### src/dp_host_params.svh
`ifndef DP_HOST_PARAMS_SVH
`define DP_HOST_PARAMS_SVH

`define DP_CLK_MHZ 100
`define DP_ADDR_W 14
`define DP_DATA_W 16
`define DP_TMR_W 8

// Figures in nanoseconds.
`define DP_TWP_NS 12
`define DP_TWZ_NS 10
`define DP_TDW_NS 10
`define DP_TWH_NS 12
`define DP_TSWRD_NS 5
`define DP_TREAD_NS 35

// Least times round up to whole cycles and never drop below one.
`define DP_NS2CYC(ns) ((((ns) * `DP_CLK_MHZ + 999) / 1000) < 1 ? 1 : (((ns) * `DP_CLK_MHZ + 999) / 1000))
`define DP_TWP_CYC `DP_NS2CYC(`DP_TWP_NS)
`define DP_TWZDW_CYC `DP_NS2CYC(`DP_TWZ_NS + `DP_TDW_NS)
`define DP_TWH_CYC `DP_NS2CYC(`DP_TWH_NS)
`define DP_TSWRD_CYC `DP_NS2CYC(`DP_TSWRD_NS)
`define DP_TREAD_CYC `DP_NS2CYC(`DP_TREAD_NS)

`endif

### src/dp_host_pkg.sv
`default_nettype none
package dp_host_pkg;
   typedef enum logic [5:0] {
      ST_IDLE = 6'h01,
      ST_SETUP = 6'h02,
      ST_STROBE = 6'h04,
      ST_RECOVER = 6'h08,
      ST_GAP = 6'h10,
      ST_READ = 6'h20
   } host_state_t;
endpackage
`default_nettype wire

### src/dp_wait_timer.sv
`timescale 1ns/1ps
`default_nettype none
module dp_wait_timer #(
   parameter int W = 8
) (
   input wire logic clk_i,
   input wire logic resetn_i,
   input wire logic load_i,
   input wire logic [W-1:0] value_i,
   output logic expired_o
);
   logic [W-1:0] cnt_q;

   always_ff @(posedge clk_i) begin
      if (!resetn_i) begin
         cnt_q <= '0;
      end else if (load_i) begin
         cnt_q <= value_i;
      end else if (cnt_q != '0) begin
         cnt_q <= cnt_q - 1'b1;
      end
   end

   assign expired_o = (cnt_q == '0);
endmodule
`default_nettype wire

### src/dp_port_host.sv
// Contract
// - Array: enable low, flag select high; flags: reverse; held through write.
// - Strobe, enable or both byte selects high whenever address changes.
// - Host never drives data while device outputs are active.
// - Write pulse covers turn-off plus set-up when output enable is low.
// - Port enable high through semaphore write and its read-back.
// - Slave busy input applied no later than start of write strobe; code forwards busy_n_i to slave_busy_n_o one cycle late.
// - Write strobe held for write-hold interval after busy release.
`timescale 1ns/1ps
`default_nettype none
`include "dp_host_params.svh"
module dp_port_host
   import dp_host_pkg::*;
#(
   parameter int AW = `DP_ADDR_W,
   parameter int DW = `DP_DATA_W,
   parameter bit OE_LOW_ON_WRITE = 1'b0
) (
   input wire logic clk_i,
   input wire logic resetn_i,
   input wire logic req_i,
   input wire logic write_i,
   input wire logic flag_op_i,
   input wire logic [AW-1:0] addr_i,
   input wire logic [DW-1:0] wdata_i,
   input wire logic [1:0] byte_en_i,
   output logic ready_o,
   output logic done_o,
   output logic [DW-1:0] rdata_o,
   output logic flag_won_o,
   output logic ce_n_o,
   output logic rw_n_o,
   output logic oe_n_o,
   output logic flag_select_n_o,
   output logic high_byte_sel_n_o,
   output logic low_byte_sel_n_o,
   output logic [AW-1:0] addr_o,
   output logic [DW-1:0] data_o,
   output logic data_oe_o,
   input wire logic [DW-1:0] data_i,
   input wire logic busy_n_i,
   output logic slave_busy_n_o
);
   localparam logic [`DP_TMR_W-1:0] TWP_C = `DP_TMR_W'(`DP_TWP_CYC);
   localparam logic [`DP_TMR_W-1:0] TWZDW_C = `DP_TMR_W'(`DP_TWZDW_CYC);
   localparam logic [`DP_TMR_W-1:0] TWH_C = `DP_TMR_W'(`DP_TWH_CYC);
   localparam logic [`DP_TMR_W-1:0] TSWRD_C = `DP_TMR_W'(`DP_TSWRD_CYC);
   localparam logic [`DP_TMR_W-1:0] TREAD_C = `DP_TMR_W'(`DP_TREAD_CYC);
   localparam logic [`DP_TMR_W-1:0] PULSE_C = (OE_LOW_ON_WRITE && TWZDW_C > TWP_C) ? TWZDW_C : TWP_C;

   host_state_t state_q;
   logic is_write_q;
   logic is_flag_q;
   logic [1:0] be_q;
   logic blocked_q;
   logic tmr_load;
   logic [`DP_TMR_W-1:0] tmr_val;
   logic tmr_done;

   // Busy stalls array writes only, since the flags have no address arbitration behind them.
   function automatic logic busy_stalls(input logic busy_n, input logic flag_op);
      return !busy_n && !flag_op;
   endfunction

   dp_wait_timer #(
      .W(`DP_TMR_W)
   ) u_timer (
      .clk_i(clk_i),
      .resetn_i(resetn_i),
      .load_i(tmr_load),
      .value_i(tmr_val),
      .expired_o(tmr_done)
   );

   always_comb begin
      tmr_load = 1'b0;
      tmr_val = '0;
      case (state_q)
         ST_SETUP: begin
            tmr_load = 1'b1;
            tmr_val = is_write_q ? PULSE_C : TREAD_C;
         end
         ST_STROBE: begin
            if (busy_stalls(busy_n_i, is_flag_q)) begin
               tmr_load = 1'b1;
               tmr_val = TWH_C;
            end
         end
         ST_RECOVER: begin
            tmr_load = 1'b1;
            tmr_val = TSWRD_C;
         end
         default: begin
            tmr_load = 1'b0;
            tmr_val = '0;
         end
      endcase
   end

   // Busy from the master is registered every cycle, so it reaches slave_busy_n_o one cycle late and can trail the start of a strobe.
   always_ff @(posedge clk_i) begin
      if (!resetn_i) begin
         slave_busy_n_o <= 1'b1;
      end else begin
         slave_busy_n_o <= busy_n_i;
      end
   end

   always_ff @(posedge clk_i) begin
      if (!resetn_i) begin
         state_q <= ST_IDLE;
         is_write_q <= 1'b0;
         is_flag_q <= 1'b0;
         be_q <= 2'h0;
         blocked_q <= 1'b0;
         ready_o <= 1'b1;
         done_o <= 1'b0;
         rdata_o <= '0;
         flag_won_o <= 1'b0;
         ce_n_o <= 1'b1;
         rw_n_o <= 1'b1;
         oe_n_o <= 1'b1;
         flag_select_n_o <= 1'b1;
         high_byte_sel_n_o <= 1'b1;
         low_byte_sel_n_o <= 1'b1;
         addr_o <= '0;
         data_o <= '0;
         data_oe_o <= 1'b0;
      end else begin
         done_o <= 1'b0;
         case (state_q)
            ST_IDLE: begin
               if (req_i) begin
                  // Address moves only while every strobe is high.
                  addr_o <= addr_i;
                  is_write_q <= write_i;
                  is_flag_q <= flag_op_i;
                  be_q <= flag_op_i ? 2'h3 : byte_en_i;
                  data_o <= wdata_i;
                  ready_o <= 1'b0;
                  blocked_q <= 1'b0;
                  state_q <= ST_SETUP;
               end
            end
            ST_SETUP: begin
               ce_n_o <= is_flag_q;
               flag_select_n_o <= !is_flag_q;
               high_byte_sel_n_o <= !be_q[1];
               low_byte_sel_n_o <= !be_q[0];
               if (is_write_q) begin
                  // Strobe falls with the enable or flag select so the device stays off the bus.
                  rw_n_o <= 1'b0;
                  oe_n_o <= !OE_LOW_ON_WRITE;
                  data_oe_o <= 1'b1;
                  state_q <= ST_STROBE;
               end else begin
                  oe_n_o <= 1'b0;
                  data_oe_o <= 1'b0;
                  state_q <= ST_READ;
               end
            end
            ST_STROBE: begin
               if (busy_stalls(busy_n_i, is_flag_q)) begin
                  blocked_q <= 1'b1;
               end else if (tmr_done) begin
                  // Enable, strobe and selects rise together; condition held to the end.
                  rw_n_o <= 1'b1;
                  ce_n_o <= 1'b1;
                  flag_select_n_o <= 1'b1;
                  high_byte_sel_n_o <= 1'b1;
                  low_byte_sel_n_o <= 1'b1;
                  oe_n_o <= 1'b1;
                  state_q <= ST_RECOVER;
               end
            end
            ST_RECOVER: begin
               data_oe_o <= 1'b0;
               if (is_flag_q) begin
                  is_write_q <= 1'b0;
                  state_q <= ST_GAP;
               end else begin
                  done_o <= 1'b1;
                  ready_o <= 1'b1;
                  state_q <= ST_IDLE;
               end
            end
            ST_GAP: begin
               // Read-back of the flag keeps the array enable high throughout.
               if (tmr_done) begin
                  state_q <= ST_SETUP;
               end
            end
            ST_READ: begin
               if (tmr_done) begin
                  rdata_o <= data_i;
                  flag_won_o <= is_flag_q && !data_i[0];
                  ce_n_o <= 1'b1;
                  oe_n_o <= 1'b1;
                  flag_select_n_o <= 1'b1;
                  high_byte_sel_n_o <= 1'b1;
                  low_byte_sel_n_o <= 1'b1;
                  done_o <= 1'b1;
                  ready_o <= 1'b1;
                  state_q <= ST_IDLE;
               end
            end
            default: begin
               state_q <= ST_IDLE;
            end
         endcase
      end
   end
endmodule
`default_nettype wire

### config.mk
export PLATFORM = sky130hd
export DESIGN_NAME = dp_port_host
export DESIGN_NICKNAME = d
export VERILOG_FILES = /design/src/dp_host_pkg.sv /design/src/dp_wait_timer.sv /design/src/dp_port_host.sv
export VERILOG_INCLUDE_DIRS = /design/src
export SDC_FILE = /design/constraint.sdc
export NUM_CORES = 1
export LEC_CHECK = 0
export BUFFER_PORTS_ARGS = -buffer_cell sky130_fd_sc_hd__buf_2
export CAP_MARGIN = 20
export CORE_MARGIN = 2
export CORE_UTILIZATION = 35
export DETAILED_ROUTE_END_ITERATION = 10
export GPL_ROUTABILITY_DRIVEN = 0
export SYNTH_ARGS = -nofsm -noshare
export SYNTH_HDL_FRONTEND = slang
export SYNTH_SLANG_ARGS = --single-unit
### constraint.sdc
create_clock -name clk_i -period 2.55 [get_ports clk_i]
set_clock_uncertainty 0.15 [all_clocks]
set_input_delay 0.255 -clock clk_i [delete_from_list [all_inputs] [get_ports clk_i]]
set_output_delay 0.255 -clock clk_i [all_outputs]
set_load 0.05 [all_outputs]
==> flow_metrics.py, run 1 <==
metrics = {
    "status": {
        "outcome": "finished clean",
    },
    "yosys": {
        "ys_warn_count": 0,
        "ys_seq_elements": 75,
        "synthCells": 362,
        "synth_edf_count": 0,
        "synth_area_leaders": "dfxtp_1 48%, nand2_1 9.2%, mux2i_1 5.4%",
        "synthesis.area_um2": 3150,
        "yosysTopAreaCell": "dfxtp_1",
        "syn_nets": 418,
        "async_flop_share_pct": 0,
        "ys.flop_type": "dfxtp_1",
        "synth_top_area_share_pct": 47.7,
        "syn_area_per_cell_um2": 8.70,
        "yosysSeqAreaShare_pct": 47.7,
        "ys_types": 50,
    },
    "layout": {
        "final_cell_mix": "110 x buf_2, 77 x nand2_1, 75 x dfxtp_1",
        "syn2layout_area_growth_pct": 38.2,
        "n_antenna_cell": 0,
        "final_nets": 562,
        "layout_commonest_cell": "buf_2",
        "drive_above_1_share_pct": 28.8,
    },
    "worst_setup_path": {
        "cp_max_fo": 6,
        "reg2reg_depth": 6,
        "start_kind": "flop",
        "crit-reg2reg-launch": "u_timer.cnt_q[0]",
        "cpMaxStageDelayCell": "or4_4",
        "cpPeakStageDelay_ns": 0.56,
        "cp_data_arrival_time_ns": 2.53,
        "crit_path_end_kind": "flop",
        "crit_chain": "inv_1 > ha_1 > or3b_2 > or4_4 > or3b_1 > a21boi_1",
        "regToRegSetupSlack_ns": 0.16,
        "cp.required_ns": 2.69,
        "critical_path_class": "flop to flop",
        "r2r-end": "flag_won_o",
    },
    "timing": {
        "tns_ns": 0,
        "rsz0062_at_grt": "false",
        "setup_violations": 0,
        "slew_viol_final": 0,
        "worst_pin_slew_ns": 0.706,
        "period_share_pct": 93.9,
        "whs_ns": 0.00922,
        "min_period_ns": 2.39,
        "maxSlewHeadroom_pct": 52.5,
        "finalHoldViolations": 0,
        "fmax_ghz": 0.418,
    },
    "cts": {
        "cts_sinks": 75,
        "cts_buffer_depth": 2,
        "clk_latency_ns": 0.35,
        "tritoncts.num_buffers": 9,
        "cts_setup_buffers": 0,
        "clk_pin_slew_ns": 0.08,
        "cts_tree": "done",
        "cts_max_level": 3,
        "root_buffer": "clkbuf_8",
    },
    "hold_path": {
        "hold_path_end": "rdata_o[9]",
        "hp-start": "data_i[9]",
        "hp-class": "input port to flop",
        "whs_path_depth": 3,
    },
    "route": {
        "vias": 3103,
        "avgViaCountPerCell": 5.01,
        "routed_wl_um": 8470,
        "ant_nets": 0,
        "drt_iter0_markers": 144,
        "drc_errors": 0,
        "post_drt_wl_per_cell_um": 13.7,
        "first_pass_iters": 4,
    },
    "job": {
        "drv_cap": 0,
    },
    "floorplan": {
        "coreArea_um2": 8720,
        "dieWidth_um": 98.9,
        "die_area_um2": 9770,
        "io_pins": 111,
        "die_y_um": 98.9,
        "start_util_pct": 36.1,
        "row_count": 34,
    },
    "global_route": {
        "antenna_found_initial": 0,
        "grt-ovfl-total": 0,
        "grt_usage_pct": 17.4,
        "grt_pass1_wl_um": 14000,
        "grt_max_degree": 41,
        "grt_pass1_vias": 3056,
    },
    "placed_design": {
        "hpwl_um": 5710,
        "port_buffers": 110,
    },
    "power_and_ir_drop": {
        "irDropWorstVdd_v": 0.000373,
        "p_per_area_nw_per_um2": 839,
        "power_mw": 3.65,
        "p_leak_nw": 2.03,
    },
}
[where the power goes]
part,total (mW),internal (mW),leakage [nW],switching [mW]
clock network,0.919,0.458,0.0901,0.461
registers,1.43,1.32,0.612,0.116
logic,1.30,0.497,1.33,0.802
total,3.65,2.27,2.03,1.38
[registers in the layout, indices dropped and copies added, names as in the netlist]
name               cells
is_write_q             1
flag_won_o             1
flag_select_n_o        1
high_byte_sel_n_o      1
is_flag_q              1
ready_o                1
state_q                6
ce_n_o                 1
addr_o                14
oe_n_o                 1
data_oe_o              1
rdata_o               16
be_q                   2
done_o                 1
rw_n_o                 1
low_byte_sel_n_o       1
data_o                16
slave_busy_n_o         1
u_timer.cnt_q          8
[cells in the mapped netlist (6+ instances only)]
master	instances
dfxtp_1	75
nor2b_1	16
nor3b_1	6
nor2_1	14
clkbuf_1	21
nand3_1	6
a21oi_1	32
mux2i_1	17
nor3_1	8
inv_1	6
nand2_1	77
nor4_1	7
[kinds of logic (layout without fill, tap and decap cells)]
group | count (synthesis) | in the layout | share of synthesized area [%]
AND/OR/NAND/NOR | 161 | 161 | 25.5
flip-flops | 75 | 75 | 47.7
AO/OA/AOI/OAI | 68 | 68 | 13.9
buffers and inverters | 31 | 180 | 4.45
multiplexers | 17 | 17 | 5.40
XOR/XNOR | 8 | 8 | 2.22
adder cells (fa/ha/maj) | 2 | 2 | 0.794
[what timing repair did]
action                                  4_1_cts  5_1_grt
hold buffers                                 31        0
gates resized for setup                       0        1
endpoints found under the hold margin        31        0
endpoints found under the setup margin        0        6
[worst max path at each step]
stage	from	to	depth (start not counted)
2_1_floorplan	u_timer.cnt_q[0]	flag_won_o	7
4_1_cts	u_timer.cnt_q[0]	rdata_o[12]	7
3_3_place_gp	u_timer.cnt_q[0]	rdata_o[6]	7
5_1_grt	u_timer.cnt_q[0]	flag_won_o	6
3_5_place_dp	u_timer.cnt_q[0]	rdata_o[2]	7
6_report	u_timer.cnt_q[0]	flag_won_o	6
[critical path, delay by kind of cell, from the launching register on]
kind | cells | cell delay [ns]
AND/OR/NAND/NOR | 3 | 1.45
AO/OA/AOI/OAI | 1 | 0.14
buffers and inverters | 1 | 0.08
adder cells (fa/ha/maj) | 1 | 0.18
flip-flops | 1 | 0.34
[stage by stage]
stage               setup slack [ns]  instance area (µm²)  cells  utilization, %
floorplan                      0.133                 3150    362               -
global placement               0.164                 3840    572            44.1
detailed placement             0.123                 3840    572            44.1
CTS                            0.115                 4350    619            49.9
global route                  0.0227                 4350    619            49.9
finish                         0.156                 4350    619            49.9
[metal layers]
| metal | track usage, % | up-vias | wire, µm |
|---|---|---|---|
| met5 | 0 | - | 0 |
| met4 | 5.58 | 0 | 151 |
| met3 | 5.39 | 17 | 577 |
| met2 | 30.4 | 100 | 4180 |
| met1 | 20.3 | 1450 | 3560 |
| li1 | - | 1536 | - |
[area by class of cell]
type | instances | area [µm²]
Inverter | 6 | 22.5
Clock buffer | 11 | 131
Clock inverter | 5 | 62.6
Sequential cell | 75 | 1500
Timing Repair Buffer | 158 | 992
Fill cell | 816 | 4370
Multi-Input combinational cell | 256 | 1510
Tap cell | 108 | 135
(Power assumes the default switching activity.)
==> run 2: changes to the inputs <==
CORE_UTILIZATION = 45   (was 35)
PLACE_DENSITY = 0.76   (was default)
==> run 2 against run 1 <==
  * Clock-buffer cell count down 2
  * Total power down 1.2%
  * Critical path depth down 2
  * Via count up 1.1%
  * Non-clock buffer count up 6
  * Routed wire length up 0.57%
  * Critical endpoint is now low_byte_sel_n_o
  * Largest cell class unchanged
  * Largest power group unchanged
  * Highest routed layer unchanged
==> flow_metrics.py, run 2 (synthesis results as in run 1) <==
metrics = {
    "timing": {
        "fmax_ghz": 0.421,
        "worst_pin_slew_ns": 0.622,
        "rsz0062_at_grt": "false",
        "slew_viol_final": 0,
        "setup_violations": 0,
        "min_period_ns": 2.37,
        "tns_ns": 0,
        "maxSlewHeadroom_pct": 58.1,
        "whs_ns": 0.0113,
        "finalHoldViolations": 0,
        "period_share_pct": 93.1,
    },
    "layout": {
        "multiInputGateArea_um2": 1510,
        "syn2layout_area_growth_pct": 39.5,
        "n_antenna_cell": 0,
        "postLayoutCoreUtil_pct": 64.7,
        "seqCellArea_um2": 1500,
        "fillers": 562,
        "final_nets": 568,
        "drive_above_1_share_pct": 29.0,
        "reg.largest.list": "data_o (16), rdata_o (16), addr_o (14)",
        "stdcell_area_um2": 4390,
        "layout_commonest_cell": "buf_2",
        "final_cell_mix": "110 x buf_2, 77 x nand2_1, 75 x dfxtp_1",
    },
    "global_route": {
        "grt_pass1_vias": 2981,
        "antenna_found_initial": 0,
        "grt_usage_pct": 22.5,
        "grt_max_degree": 41,
        "grt-ovfl-total": 0,
        "grt_pass1_wl_um": 13600,
    },
    "floorplan": {
        "start_util_pct": 46.4,
        "io_pins": 111,
        "die_y_um": 87.7,
        "coreArea_um2": 6790,
        "row_count": 30,
        "dieWidth_um": 87.7,
        "die_area_um2": 7680,
    },
    "hold_path": {
        "hold_path_end": "rdata_o[1]",
        "hp-start": "data_i[1]",
        "hp-class": "input port to flop",
        "whs_path_depth": 3,
    },
    "route": {
        "avgViaCountPerCell": 5.12,
        "ant_nets": 0,
        "routed_wl_um": 8520,
        "drt_iter0_markers": 215,
        "drc_errors": 0,
        "post_drt_wl_per_cell_um": 13.9,
        "vias": 3136,
        "first_pass_iters": 4,
    },
    "worst_setup_path": {
        "critical_path_class": "flop to flop",
        "cp_data_arrival_time_ns": 2.44,
        "cp_max_fo": 8,
        "cpMaxStageDelayCell": "or4_1",
        "r2r-end": "low_byte_sel_n_o",
        "cpPeakStageDelay_ns": 0.68,
        "crit_chain": "or4_1 > or3b_2 > o211ai_1 > o2111ai_1",
        "start_kind": "flop",
        "reg2reg_depth": 4,
        "regToRegSetupSlack_ns": 0.18,
        "crit-reg2reg-launch": "state_q[5]",
        "crit_path_end_kind": "flop",
        "cp.required_ns": 2.61,
    },
    "power_and_ir_drop": {
        "clock_power_share_pct": 24.2,
        "switching_share_pct": 39.2,
        "p_per_area_nw_per_um2": 821,
        "internal_power_mw": 2.19,
        "switchingPower_mw": 1.41,
        "p_leak_nw": 2.05,
        "power_mw": 3.61,
        "irDropWorstVdd_v": 0.000473,
        "p_comb_share_pct": 36.1,
        "pwr-share-seq_pct": 39.7,
    },
    "cts": {
        "clk_pin_slew_ns": 0.09,
        "root_buffer": "clkbuf_8",
        "clk_latency_ns": 0.35,
        "cts_max_level": 3,
        "cts_setup_buffers": 0,
        "cts_buffer_depth": 2,
        "cts_tree": "done",
        "cts_sinks": 75,
        "tritoncts.num_buffers": 9,
    },
    "placed_design": {
        "hpwl_um": 5440,
        "place_area_um2": 3830,
        "port_buffers": 110,
    },
    "status": {
        "outcome": "finished clean",
    },
    "job": {
        "drv_cap": 0,
    },
}
run 2: repair_timing:
item | in CTS | in global routing
hold buffers | 36 | 1
gates resized for setup | 0 | 3
endpoints found under the setup margin | 0 | 5
hold endpoints to repair | 36 | 1
run 2: layout make-up:
| cell class | count | share of cell area (%) |
|---|---|---|
| Clock buffer | 9 | 2.82 |
| Clock inverter | 7 | 1.37 |
| Inverter | 6 | 0.513 |
| Sequential cell | 75 | 34.2 |
| Timing Repair Buffer | 164 | 23.9 |
| Multi-Input combinational cell | 256 | 34.5 |
| Tap cell | 96 | 2.73 |
run 2: through the flow:
stage          cells  setup WS [ns]
2_1_floorplan    362          0.133
3_3_place_gp     560          0.181
3_5_place_dp     560         0.0993
4_1_cts          612          0.103
5_1_grt          613        0.00433
6_report         613          0.175
run 2: worst max-delay path by stage:
stage	start	to	slack, ns
after detailed placement	u_timer.cnt_q[0]	rdata_o[8]	0.1
after CTS	u_timer.cnt_q[0]	rdata_o[8]	0.10
after global placement	u_timer.cnt_q[0]	rdata_o[6]	0.18
after global routing	u_timer.cnt_q[0]	state_q[1]	0.004
after floorplan	u_timer.cnt_q[0]	flag_won_o	0.13
final	state_q[5]	low_byte_sel_n_o	0.18
run 2: power by group through the flow:
stage	Clock, mW	Combinational (mW)	Sequential, mW
global placement	0	1.22	1.45
finish	0.874	1.30	1.43
detailed placement	0	1.24	1.45
floorplan	0	0.674	1.70
global route	0.938	1.43	1.45
CTS	0.896	1.28	1.43
run 2: routing by layer:
metal / track usage [%] / wire length, µm / vias up
li1: - / - / 1552
met1: 27.0 / 3630 / 1460
met2: 38.4 / 4220 / 106
met3: 7.16 / 517 / 18
met4: 7.27 / 155 / 0
met5: 0 / 0 / -
run 2: worst max-delay path, delay by kind of cell, from the launching register on:
kind            cells  cell delay, ns
compound gates      2            0.45
flops               1            0.39
simple gates        2            1.24
==> run 3: changes to the inputs <==
BUFFER_PORTS_ARGS = -buffer_cell sky130_fd_sc_hd__buf_4   (was -buffer_cell sky130_fd_sc_hd__buf_2)
==> run 3 against run 2 <==
  * Total power grew 5.2%
  * Clock-buffer cell count grew 1
  * Sequential power is essentially flat
  * Final area grew 5.1%
  * Register-to-register slack gained 0.05 ns
  * Clock power grew 14%
  * Worst setup slack gained 0.046 ns
  * Core utilization grew 3.3 points
  * Cell count shrank 1.6%
  * Sequential cell count is the same
  * Critical path type unchanged
  * Critical endpoint is now rdata_o[15]
  * Largest cell class unchanged
==> flow_metrics.py, run 3 (synthesis results as in run 1) <==
metrics = {
    "route": {
        "vias": 3125,
        "drc_errors": 0,
        "avgViaCountPerCell": 5.18,
        "post_drt_wl_per_cell_um": 14.5,
        "first_pass_iters": 4,
        "routed_wl_um": 8720,
        "ant_nets": 0,
        "drt_iter0_markers": 225,
    },
    "cts": {
        "clk_pin_slew_ns": 0.08,
        "cts_tree": "done",
        "cts_buffer_depth": 2,
        "clk_latency_ns": 0.35,
        "tritoncts.num_buffers": 9,
        "root_buffer": "clkbuf_8",
        "cts_sinks": 75,
        "cts_max_level": 3,
    },
    "timing": {
        "finalHoldViolations": 0,
        "maxSlewHeadroom_pct": 53.3,
        "tns_ns": 0,
        "fmax_ghz": 0.429,
        "whs_ns": 0.0104,
        "worst_pin_slew_ns": 0.694,
        "period_share_pct": 91.3,
        "min_period_ns": 2.33,
        "setup_violations": 0,
        "slew_viol_final": 0,
        "rsz0062_at_grt": "false",
        "setup_ws_ns": 0.221,
    },
    "placed_design": {
        "port_buffers": 110,
        "place_area_um2": 4070,
        "hpwl_um": 5650,
        "pre_cts_slack_ns": 0.0702,
        "dp_cells": 555,
    },
    "layout": {
        "layout_commonest_cell": "buf_4",
        "syn2layout_area_growth_pct": 46.7,
        "final_cell_mix": "121 x buf_4, 77 x nand2_1, 75 x dfxtp_1",
        "stdcell_area_um2": 4620,
        "n_antenna_cell": 0,
        "drive_above_1_share_pct": 28.6,
        "reg.largest.list": "data_o (16), rdata_o (16), addr_o (14)",
        "final_cell_count_no_fill": 603,
        "fillers": 553,
        "final_nets": 558,
        "postLayoutCoreUtil_pct": 68.0,
    },
    "worst_setup_path": {
        "cp_max_fo": 18,
        "reg2reg_depth": 7,
        "crit_path_end_kind": "flop",
        "cp_data_arrival_time_ns": 2.43,
        "start_kind": "flop",
        "cp.required_ns": 2.65,
        "critical_path_class": "flop to flop",
    },
    "floorplan": {
        "die_y_um": 87.7,
        "row_count": 30,
        "coreArea_um2": 6790,
        "start_util_pct": 46.4,
        "dieWidth_um": 87.7,
        "io_pins": 111,
        "die_area_um2": 7680,
    },
    "global_route": {
        "antenna_found_initial": 0,
        "grt_max_degree": 42,
        "grt-ovfl-total": 0,
        "grt_usage_pct": 23.0,
        "grt_pass1_vias": 3040,
        "grt_pass1_wl_um": 14000,
    },
    "hold_path": {
        "whs_path_depth": 3,
        "hp-class": "input port to flop",
    },
    "power_and_ir_drop": {
        "power_mw": 3.79,
        "p_leak_nw": 2.08,
        "p_per_area_nw_per_um2": 821,
        "irDropWorstVdd_v": 0.000449,
    },
    "status": {
        "outcome": "finished clean",
    },
    "job": {
        "drv_cap": 0,
    },
}
==> run 3: cell count changes in the layout (fill, tap and decap cells not counted) <==
cell           previous run  this run
buf_2                   110         0
inv_8                     2         0
nor3b_1                   6         5
nor3b_2                   0         1
dlygate4sd3_1            37        32
bufinv_16                 0         2
buf_4                    16       121
inv_6                     2         1
clkbuf_1                  0         1
==> run 3: area by class of cell <==
type                       count  area (µm²)  area share (%)
multi-input combinational    256        1520            32.9
sequential                    75        1500            32.5
timing repair buffer         154        1240            26.8
clock buffer                  10         128            2.76
tap                           96         120            2.60
clock inverter                 6        88.8            1.92
inverter                       6        22.5           0.488
==> run 3: routing by layer <==
layer | GRT usage, % | wire length (µm) | vias to the layer above | part of all wire (%)
met1 | 27.9 | 3530 | 1458 | 41
met4 | 6.71 | 97 | 0 | 1.1
li1 | - | - | 1537 | -
met2 | 38.7 | 4410 | 119 | 51
met3 | 8.11 | 677 | 11 | 7.8
met5 | 0 | 0 | - | 0
==> run 3: critical path, cell delays in order (launching register included) <==
cell	delay [ns]
dfxtp_1	0.35
inv_1	0.09
ha_1	0.19
or3b_4	0.43
or4_4	0.56
buf_6	0.20
mux2i_2	0.20
nor2b_1	0.06
==> run 3: repair_timing <==
| item | CTS | global route |
|---|---|---|
| endpoints found under the hold margin | 32 | 0 |
| buffers inserted | 0 | 0 |
| endpoints found under the setup margin | 0 | 17 |
| resized for setup | 0 | 4 |
| hold buffers | 32 | 0 |
==> run 3: worst paths after layout <==
path                                       start  slack, ns          end
worst max-delay path            u_timer.cnt_q[0]       0.22  rdata_o[15]
worst min-delay path                   addr_i[6]       0.01    addr_o[6]
worst max register to register  u_timer.cnt_q[0]       0.22  rdata_o[15]
worst min register to register        flag_won_o       0.31   flag_won_o
==> run 3: where the power goes <==
part | switching (mW) | internal, mW
combinational | 0.817 | 0.542
clock | 0.447 | 0.553
sequential | 0.116 | 1.32
total | 1.38 | 2.41
